## config.mk

```make
export PLATFORM = sky130hd
export DESIGN_NAME = timer8_core
export DESIGN_NICKNAME = d
export VERILOG_FILES = /design/src/hdl/timer8_pkg.sv /design/src/hdl/timer8_core.sv
export VERILOG_INCLUDE_DIRS = /design/src /design/src/hdl
export SDC_FILE = /design/constraint.sdc
export NUM_CORES = 1
export LEC_CHECK = 0
export BUFFER_PORTS_ARGS = -buffer_cell sky130_fd_sc_hd__buf_4
export CORE_MARGIN = 2
export CORE_UTILIZATION = 50
export CTS_BUF_LIST = sky130_fd_sc_hd__clkbuf_8
export DETAILED_ROUTE_END_ITERATION = 12
export GPL_TIMING_DRIVEN = 0
export PLACE_DENSITY_LB_ADDON = 0.08
export SLEW_MARGIN = 20
export SYNTH_ARGS = -nofsm -noshare
export SYNTH_HDL_FRONTEND = slang
export SYNTH_SLANG_ARGS = --single-unit
```

## constraint.sdc

```tcl
create_clock -name core_clk_i -period 2.05 [get_ports core_clk_i]
set_input_delay 0.1025 -clock core_clk_i [delete_from_list [all_inputs] [get_ports core_clk_i]]
set_output_delay 0.1025 -clock core_clk_i [all_outputs]
set_load 0.05 [all_outputs]
```

## src/hdl/timer8_consts.svh

```systemverilog
// Purpose: offsets, field positions, reset values and prescale counts
// Assumes: included wherever the timer core or its bench needs numbers
// Notes: offsets are byte addresses on a 32-bit apb bus
`ifndef TIMER8_CONSTS_SVH
`define TIMER8_CONSTS_SVH

// register byte offsets
`define OFS_TIMER_CONTROL_A 8'h00
`define OFS_TIMER_CONTROL_B 8'h04
`define OFS_COUNTER_VALUE 8'h08
`define OFS_COMPARE_VALUE_A 8'h0C
`define OFS_COMPARE_VALUE_B 8'h10
`define OFS_TIMER_FLAG 8'h14
`define OFS_TIMER_MASK 8'h18
`define OFS_TIMER_FLAG_CLEAR 8'h1C

// field positions
`define POS_WGM_LOW 0
`define POS_CS 0
`define POS_WGM_BIT2 3
`define POS_FLAG_OVF 0
`define POS_FLAG_CMP_A 1
`define POS_FLAG_CMP_B 2

// reset values
`define RST_BYTE 8'h00
`define RST_FLAGS 3'h0
`define RST_MODE 3'h0

// counter extremes
`define CNT_BOTTOM 8'h00
`define CNT_MAX 8'hFF

// prescaler tap masks (divide minus one)
`define PRE_DIV8_M 10'h007
`define PRE_DIV64_M 10'h03F
`define PRE_DIV256_M 10'h0FF
`define PRE_DIV1024_M 10'h3FF

`endif

```

## src/hdl/timer8_pkg.sv

```systemverilog
// Purpose: types shared by the timer core and its bench
// Assumes: nothing beyond plain apb signalling
// Notes: numbers live in timer8_consts.svh
package timer8_pkg;

    // apb request from the master
    typedef struct packed {
        logic psel;
        logic penable;
        logic pwrite;
        logic [7:0] paddr;
        logic [31:0] pwdata;
    } apb_req_t;

    // event flags, one bit per interrupt source
    typedef struct packed {
        logic cmp_b;
        logic cmp_a;
        logic ovf;
    } flags_t;

    // clock source select codes
    typedef enum logic [2:0] {
        CS_STOP = 3'b000,
        CS_DIV1 = 3'b001,
        CS_DIV8 = 3'b010,
        CS_DIV64 = 3'b011,
        CS_DIV256 = 3'b100,
        CS_DIV1024 = 3'b101,
        CS_EXT_FALL = 3'b110,
        CS_EXT_RISE = 3'b111
    } clock_source_t;

    // waveform mode codes
    typedef enum logic [2:0] {
        WGM_NORMAL = 3'b000,
        WGM_PC_MAX = 3'b001,
        WGM_CLEAR_ON_MATCH = 3'b010,
        WGM_FAST_MAX = 3'b011,
        WGM_RSV4 = 3'b100,
        WGM_PC_CMPA = 3'b101,
        WGM_RSV6 = 3'b110,
        WGM_FAST_CMPA = 3'b111
    } waveform_mode_t;

endpackage

```

## src/hdl/timer8_core.sv

```systemverilog
// Purpose: 8-bit timer/counter core with two compare units and apb registers
// Assumes: single clock, synchronous active-low reset, zero-wait apb master
// Notes: external count pin is synchronised before any edge detection
`timescale 1ns/1ps
`include "timer8_consts.svh"
`default_nettype none

module timer8_core (
    // clock and reset
    input wire logic core_clk_i,
    input wire logic resetn_i,
    // apb slave
    input wire timer8_pkg::apb_req_t apb_req_i,
    output logic [31:0] prdata_o,
    output logic pready_o,
    output logic pslverr_o,
    // external count source
    input wire logic external_count_pin_i,
    // interrupt service and request
    input wire timer8_pkg::flags_t irq_ack_i,
    output logic irq_o,
    // observed counter state
    output logic [7:0] counter_value_o,
    output logic bottom_o,
    output logic max_o
);
    import timer8_pkg::*;

    // software registers
    logic [1:0] waveform_mode_low_r;
    logic waveform_mode_bit2_r;
    clock_source_t clock_source_select_r;
    logic [7:0] counter_value_r;
    logic [7:0] compare_value_a_r;
    logic [7:0] compare_value_b_r;
    flags_t timer_flag_r;
    flags_t timer_mask_r;
    logic [31:0] prdata_r;

    // timing state
    logic [9:0] prescale_r;
    logic ext_meta_r;
    logic ext_sync_r;
    logic ext_prev_r;
    logic count_down_r;
    logic match_block_r;

    // combinational terms
    waveform_mode_t waveform_mode_field;
    logic timer_tick;
    logic access_phase;
    logic setup_phase;
    logic wr_en;
    logic addr_ok;
    logic wr_counter;
    logic [7:0] top_value;
    logic at_bottom;
    logic at_max;
    logic at_top;
    logic match_a;
    logic match_b;
    logic [7:0] counter_nxt;
    logic count_down_nxt;
    logic overflow_evt;
    flags_t flag_set;
    flags_t flag_clr;

    // apb phase decode
    assign setup_phase = apb_req_i.psel && !apb_req_i.penable;
    assign access_phase = apb_req_i.psel && apb_req_i.penable;
    assign wr_en = access_phase && apb_req_i.pwrite && addr_ok;
    assign wr_counter = wr_en && (apb_req_i.paddr == `OFS_COUNTER_VALUE);

    // address decode, unmapped offsets answer with an error
    always_comb begin
        unique case (apb_req_i.paddr)
            `OFS_TIMER_CONTROL_A,
            `OFS_TIMER_CONTROL_B,
            `OFS_COUNTER_VALUE,
            `OFS_COMPARE_VALUE_A,
            `OFS_COMPARE_VALUE_B,
            `OFS_TIMER_FLAG,
            `OFS_TIMER_MASK,
            `OFS_TIMER_FLAG_CLEAR: addr_ok = 1'b1;
            default: addr_ok = 1'b0;
        endcase
    end

    // zero wait state answer
    assign pready_o = 1'b1;
    assign pslverr_o = access_phase && !addr_ok;
    assign prdata_o = prdata_r;

    // mode field assembled from both control registers
    assign waveform_mode_field = waveform_mode_t'({waveform_mode_bit2_r,
                                                   waveform_mode_low_r});

    // read data captured in the setup cycle
    always_ff @(posedge core_clk_i) begin
        if (!resetn_i) begin
            prdata_r <= 32'h0000_0000;
        end else if (setup_phase && !apb_req_i.pwrite) begin
            prdata_r <= 32'h0000_0000;
            unique case (apb_req_i.paddr)
                `OFS_TIMER_CONTROL_A: prdata_r[1:0] <= waveform_mode_low_r;
                `OFS_TIMER_CONTROL_B: prdata_r[3:0] <= {waveform_mode_bit2_r,
                                                        clock_source_select_r};
                `OFS_COUNTER_VALUE: prdata_r[7:0] <= counter_value_r;
                `OFS_COMPARE_VALUE_A: prdata_r[7:0] <= compare_value_a_r;
                `OFS_COMPARE_VALUE_B: prdata_r[7:0] <= compare_value_b_r;
                `OFS_TIMER_FLAG: prdata_r[2:0] <= timer_flag_r;
                `OFS_TIMER_MASK: prdata_r[2:0] <= timer_mask_r;
                default: prdata_r <= 32'h0000_0000;
            endcase
        end
    end

    // control register a: low mode bits
    always_ff @(posedge core_clk_i) begin
        if (!resetn_i) begin
            waveform_mode_low_r <= 2'(`RST_MODE);
        end else if (wr_en && apb_req_i.paddr == `OFS_TIMER_CONTROL_A) begin
            waveform_mode_low_r <= apb_req_i.pwdata[`POS_WGM_LOW +: 2];
        end
    end

    // control register b: clock source and top mode bit
    always_ff @(posedge core_clk_i) begin
        if (!resetn_i) begin
            waveform_mode_bit2_r <= 1'b0;
            clock_source_select_r <= CS_STOP;
        end else if (wr_en && apb_req_i.paddr == `OFS_TIMER_CONTROL_B) begin
            clock_source_select_r <= clock_source_t'(apb_req_i.pwdata[`POS_CS +: 3]);
            waveform_mode_bit2_r <= apb_req_i.pwdata[`POS_WGM_BIT2];
        end
    end

    // compare value a, also the top in some modes
    always_ff @(posedge core_clk_i) begin
        if (!resetn_i) begin
            compare_value_a_r <= `RST_BYTE;
        end else if (wr_en && apb_req_i.paddr == `OFS_COMPARE_VALUE_A) begin
            compare_value_a_r <= apb_req_i.pwdata[7:0];
        end
    end

    // compare value b
    always_ff @(posedge core_clk_i) begin
        if (!resetn_i) begin
            compare_value_b_r <= `RST_BYTE;
        end else if (wr_en && apb_req_i.paddr == `OFS_COMPARE_VALUE_B) begin
            compare_value_b_r <= apb_req_i.pwdata[7:0];
        end
    end

    // interrupt mask, one enable per flag
    always_ff @(posedge core_clk_i) begin
        if (!resetn_i) begin
            timer_mask_r <= `RST_FLAGS;
        end else if (wr_en && apb_req_i.paddr == `OFS_TIMER_MASK) begin
            timer_mask_r <= apb_req_i.pwdata[2:0];
        end
    end

    // free running prescaler
    // one shared prescaler feeds every divide tap, so the first tick
    // after a source change may come early
    always_ff @(posedge core_clk_i) begin
        if (!resetn_i) begin
            prescale_r <= 10'h000;
        end else begin
            prescale_r <= prescale_r + 10'h001;
        end
    end

    // external pin synchroniser and edge history
    // the pin is asynchronous: two flops before the edge detector
    always_ff @(posedge core_clk_i) begin
        if (!resetn_i) begin
            ext_meta_r <= 1'b0;
            ext_sync_r <= 1'b0;
            ext_prev_r <= 1'b0;
        end else begin
            ext_meta_r <= external_count_pin_i;
            ext_sync_r <= ext_meta_r;
            ext_prev_r <= ext_sync_r;
        end
    end

    // clock select: source and active edge
    // all eight codes are legal, so no default
    always_comb begin
        unique case (clock_source_select_r)
            CS_STOP: timer_tick = 1'b0;
            CS_DIV1: timer_tick = 1'b1;
            CS_DIV8: timer_tick = (prescale_r & `PRE_DIV8_M) == `PRE_DIV8_M;
            CS_DIV64: timer_tick = (prescale_r & `PRE_DIV64_M) == `PRE_DIV64_M;
            CS_DIV256: timer_tick = (prescale_r & `PRE_DIV256_M) == `PRE_DIV256_M;
            CS_DIV1024: timer_tick = (prescale_r & `PRE_DIV1024_M) == `PRE_DIV1024_M;
            CS_EXT_FALL: timer_tick = ext_prev_r && !ext_sync_r;
            CS_EXT_RISE: timer_tick = !ext_prev_r && ext_sync_r;
        endcase
    end

    // extreme and match indications
    assign at_bottom = counter_value_r == `CNT_BOTTOM;
    assign at_max = counter_value_r == `CNT_MAX;
    assign match_a = counter_value_r == compare_value_a_r;
    assign match_b = counter_value_r == compare_value_b_r;
    assign top_value = (waveform_mode_field == WGM_PC_CMPA ||
                        waveform_mode_field == WGM_FAST_CMPA) ?
                       compare_value_a_r : `CNT_MAX;
    assign at_top = counter_value_r == top_value;

    // next count and overflow event per mode
    always_comb begin
        counter_nxt = counter_value_r + 8'h01;
        count_down_nxt = count_down_r;
        overflow_evt = 1'b0;
        unique case (waveform_mode_field)
            WGM_CLEAR_ON_MATCH: begin
                if (match_a) begin
                    counter_nxt = `CNT_BOTTOM;
                end
                overflow_evt = at_max;
            end
            WGM_FAST_MAX, WGM_FAST_CMPA: begin
                if (at_top) begin
                    counter_nxt = `CNT_BOTTOM;
                end
                overflow_evt = at_top;
            end
            WGM_PC_MAX, WGM_PC_CMPA: begin
                if (count_down_r) begin
                    if (at_bottom) begin
                        count_down_nxt = 1'b0;
                        overflow_evt = 1'b1;
                    end else begin
                        counter_nxt = counter_value_r - 8'h01;
                    end
                end else if (at_top) begin
                    count_down_nxt = 1'b1;
                    counter_nxt = at_bottom ? `CNT_BOTTOM : counter_value_r - 8'h01;
                end
            end
            default: begin
                overflow_evt = at_max;
            end
        endcase
    end

    // counter: processor write wins over count and clear
    always_ff @(posedge core_clk_i) begin
        if (!resetn_i) begin
            counter_value_r <= `RST_BYTE;
        end else if (wr_counter) begin
            counter_value_r <= apb_req_i.pwdata[7:0];
        end else if (timer_tick) begin
            counter_value_r <= counter_nxt;
        end
    end

    // count direction, turned only by a tick that no write overrides
    always_ff @(posedge core_clk_i) begin
        if (!resetn_i) begin
            count_down_r <= 1'b0;
        end else if (timer_tick && !wr_counter) begin
            count_down_r <= count_down_nxt;
        end
    end

    // a counter write blocks the match of the following tick
    // so a compare preset equal to the count raises no flag at start
    always_ff @(posedge core_clk_i) begin
        if (!resetn_i) begin
            match_block_r <= 1'b0;
        end else if (wr_counter) begin
            match_block_r <= 1'b1;
        end else if (timer_tick) begin
            match_block_r <= 1'b0;
        end
    end

    // flag set terms, taken from the pre-tick count
    always_comb begin
        flag_set = `RST_FLAGS;
        if (timer_tick && !wr_counter) begin
            flag_set.ovf = overflow_evt;
            flag_set.cmp_a = match_a && !match_block_r;
            flag_set.cmp_b = match_b && !match_block_r;
        end
    end

    // flag clear terms from service and write-one-to-clear
    always_comb begin
        flag_clr = irq_ack_i;
        if (wr_en && (apb_req_i.paddr == `OFS_TIMER_FLAG ||
                      apb_req_i.paddr == `OFS_TIMER_FLAG_CLEAR)) begin
            flag_clr = flag_clr | apb_req_i.pwdata[2:0];
        end
    end

    // sticky flags, a set in the clearing cycle wins
    always_ff @(posedge core_clk_i) begin
        if (!resetn_i) begin
            timer_flag_r <= `RST_FLAGS;
        end else begin
            timer_flag_r <= (timer_flag_r & ~flag_clr) | flag_set;
        end
    end

    // masked interrupt request
    assign irq_o = |(timer_flag_r & timer_mask_r);

    // observed state
    assign counter_value_o = counter_value_r;
    assign bottom_o = at_bottom;
    assign max_o = at_max;

endmodule // timer8_core

`default_nettype wire

```

==> flow_summary.json <==
{
  "ioPinCount": 94,
  "portBuffers": 43,
  "finalNetCount": 589,
  "rsz0062_at_grt": "yes",
  "core_mm2": 0.00725,
  "yosysTopAreaCell": "dfxtp_1",
  "clkTransAtPathRegs_ps": 70,
  "synthMuxAreaShare_pct": 10.0,
  "synth_area_leaders": "dfxtp_1, mux2i_1, buf_4, nor2b_1, xnor2_1",
  "powerDensity_mw_per_mm2": 559,
  "cp_max_fo": 3,
  "start_kind": "flop",
  "seqPwrFrac_pct": 42.9,
  "cts-root-buf": "clkbuf_8",
  "fin_crit_sh_pct": 113,
  "top_usage_layer": "met2",
  "crit_buf_inv": 1,
  "worst_ep_arrival_time_ps": 2570,
  "synth_seq_area_share_pct": 31.5,
  "htreeDepth": 3,
  "async_reset_ff_share_pct": 0,
  "worst_slew_pin_slew_ps": 870,
  "layout-drive-gt1-share_pct": 27.8,
  "cts_tree": "built",
  "wire_per_inst_um": 16.3,
  "status": "finished, violations left",
  "numCtsBuffers": 9,
  "synth_common_cells": "dfxtp_1, mux2i_1, nand2_1",
  "yosysMostFrequentCell": "dfxtp_1",
  "yosysWarnings": 0,
  "ir_drop_v": 0.000385,
  "area_delta_synth_final_pct": 29.5,
  "place.detailed.hpwl_um": 7440,
  "clk_latency_ps": 340,
  "syn_inst": 441,
  "track_usage_pct": 25.8,
  "netSwitchingFraction_pct": 26.0,
  "antenna_found_initial": 0,
  "synthAdderAreaFrac_pct": 1.67,
  "synthesis.area_mm2": 0.00375,
  "min_from": "apb_req_i[5]",
  "synth_edf_count": 0,
  "hold_path_class": "in2reg",
  "leakagePower_nw": 2.04,
  "final_hold_viol_count": 0,
  "vias": 3484,
  "grt_pass1_wl_um": 16800,
  "p_int_mw": 2.01,
  "cap_violations": 0,
  "ant_nets": 0,
  "required_ps": 2290,
  "yosysUniqueCellTypes": 68,
  "cts_sinks": 59,
  "fmax_mhz": 430,
  "path_class": "reg2reg",
  "die_area_mm2": 0.00821,
  "diodes": 0,
  "synthSimpleGateAreaFrac_pct": 26.2,
  "worstPathCellList": "buf_8 > or4_4 > nor4b_4 > nand2_2 > or2_4 > o211ai_4 > nand4_4 > o211ai_1",
  "cpPeakStageDelay_ps": 530,
  "firstDrtPassIters": 5,
  "skew_ps": 7.17,
  "place.gp.congestion": 0.967,
  "synth_compound_area_share_pct": 16.6,
  "synth_top_family_by_area": "simple AND/OR/NAND/NOR gates",
  "violations": "setup timing",
  "setup_slack_ps": -275,
  "regToRegStartpoint": "counter_value_o[3]$_SDFFE_PN0P_",
  "cpMaxStageDelayCell": "or4_4",
  "synth_top_area_share_pct": 31.5,
  "setup_viol": 10,
  "fin_hold_ws_ps": 42.2,
  "die_y_um": 90.6,
  "p_clk_share_pct": 45.3,
  "power_frac_comb_pct": 11.8,
  "dp_slack_ps": -782,
  "p_switching_uw": 706,
  "grtUsageMet3_pct": 6.18,
  "crit_family": "simple AND/OR/NAND/NOR gates",
  "use_met2_pct": 42.2,
  "drtIter0Drc": 211,
  "ys_ff_latch": 59,
  "start_util_pct": 51.7,
  "period_needed_ps": 2330,
  "grt_pass1_vias": 3453,
  "finalMaxSlewViolations": 0,
  "wl_um": 10400,
  "synth_xor_xnor_area_share_pct": 4.90,
  "overflow": 0,
  "viasPerCell": 5.45,
  "die_w_um": 90.6,
  "synth-main-ff-cell": "dfxtp_1",
  "drcViolationCount": 0,
  "startpoint": "counter_value_o[3]$_SDFFE_PN0P_",
  "grt_util_met1_pct": 32.1,
  "rows": 31,
  "slew_headroom_pct": 41.7,
  "worstSetupEndpointType": "flop",
  "grt_max_degree": 11,
  "synth.avg_cell_area_um2": 8.51,
  "cts_max_path_buffers": 2
}
==> cell families (layout without fill, tap and decap cells) <==
group,count (synthesis),count (layout)
mux,35,35
buf+inv,61,137
xor+xnor,21,21
fa+ha+maj,5,5
flops,59,59
compound gates,85,85
simple gates,173,173
other cells,2,25
==> power groups by stage <==
stage	combinational, mW	clock (mW)	sequential, mW
finish	0.322	1.23	1.16
detailed placement	0.311	0	1.19
global placement	0.310	0	1.19
global route	0.337	1.30	1.17
floorplan	0.207	0	1.21
CTS	0.315	1.24	1.16
==> routing by layer <==
layer  up-vias  wire (µm)
met1      1580       4590
met5         -          0
met4         0        274
li1       1718          -
met2       159       4830
met3        27        716
==> registers in the layout (all words and copies together) (netlist names), 3 cells and up <==
register and flops:
prescale_r 10, timer_flag_r 3, compare_value_a_r 8, prdata_o 8
timer_mask_r 3, compare_value_b_r 8, clock_source_select_r 3, counter_value_o 8
==> final cells by class <==
class | count | area (µm²)
Buffer | 44 | 290
Clock buffer | 11 | 151
Clock inverter | 5 | 76.3
Fill cell | 612 | 2390
Inverter | 14 | 56.3
Multi-Input combinational cell | 344 | 2480
Sequential cell | 59 | 1190
Tap cell | 99 | 124
Timing Repair Buffer | 63 | 490
==> worst reg2reg max path, stage by stage (launching register included) <==
cell,delay [ps]
dfxtp_4,350
buf_8,110
or4_4,530
nor4b_4,350
nand2_2,100
or2_4,260
o211ai_4,120
nand4_4,130
o211ai_1,260
==> per-stage QoR <==
step	setup TNS (ps)	instances	instance area (µm²)	power [mW]	util [%]
after detailed placement	-11700	606	4320	1.50	59.6
after global placement	-11050	606	4320	1.50	59.5
after global routing	-2560	639	4860	2.80	67.0
final	-1760	639	4860	2.72	67.0
after floorplan	-5390	464	3870	1.42	-
after CTS	-1470	639	4800	2.72	66.1
==> worst paths after layout <==
path | to | slack, ps | depth (start not counted)
setup / recovery | counter_value_o[3]$_SDFFE_PN0P_ | -280 | 8
hold / removal | counter_value_o[5]$_SDFFE_PN0P_ | 40 | 3
setup reg to reg | counter_value_o[3]$_SDFFE_PN0P_ | -280 | 8
hold reg to reg | prescale_r[0]$_SDFF_PN0_ | 410 | 1
==> cells in the final DEF (no fill, tap or decap), types with 4 or more instances in the layout <==
master,count
o211ai_1,10
clkbuf_1,10
a21boi_0,4
dfxtp_1,53
o21ai_1,4
nand2b_1,11
dfxtp_2,4
nand2_1,30
o21ai_0,15
buf_4,85
nor2b_1,30
ha_1,4
nor2_1,20
xnor2_1,18
nor3_1,8
clkbuf_8,11
a31oi_1,5
o211a_1,7
nand4_1,6
nand3_1,15
mux2i_1,32
and3_1,4
conb_1,25
a21oi_1,9
o21a_1,4
and2_1,15
inv_1,14
==> repair_timing <==
action                     in CTS  in global routing
resized for setup              31                 19
hold endpoints to repair        1                  0
buffers inserted               17                  2
setup endpoints to repair      14                 33
pin swaps                      20                  2
hold buffers                    1                  0
(Power assumes the default switching activity.)
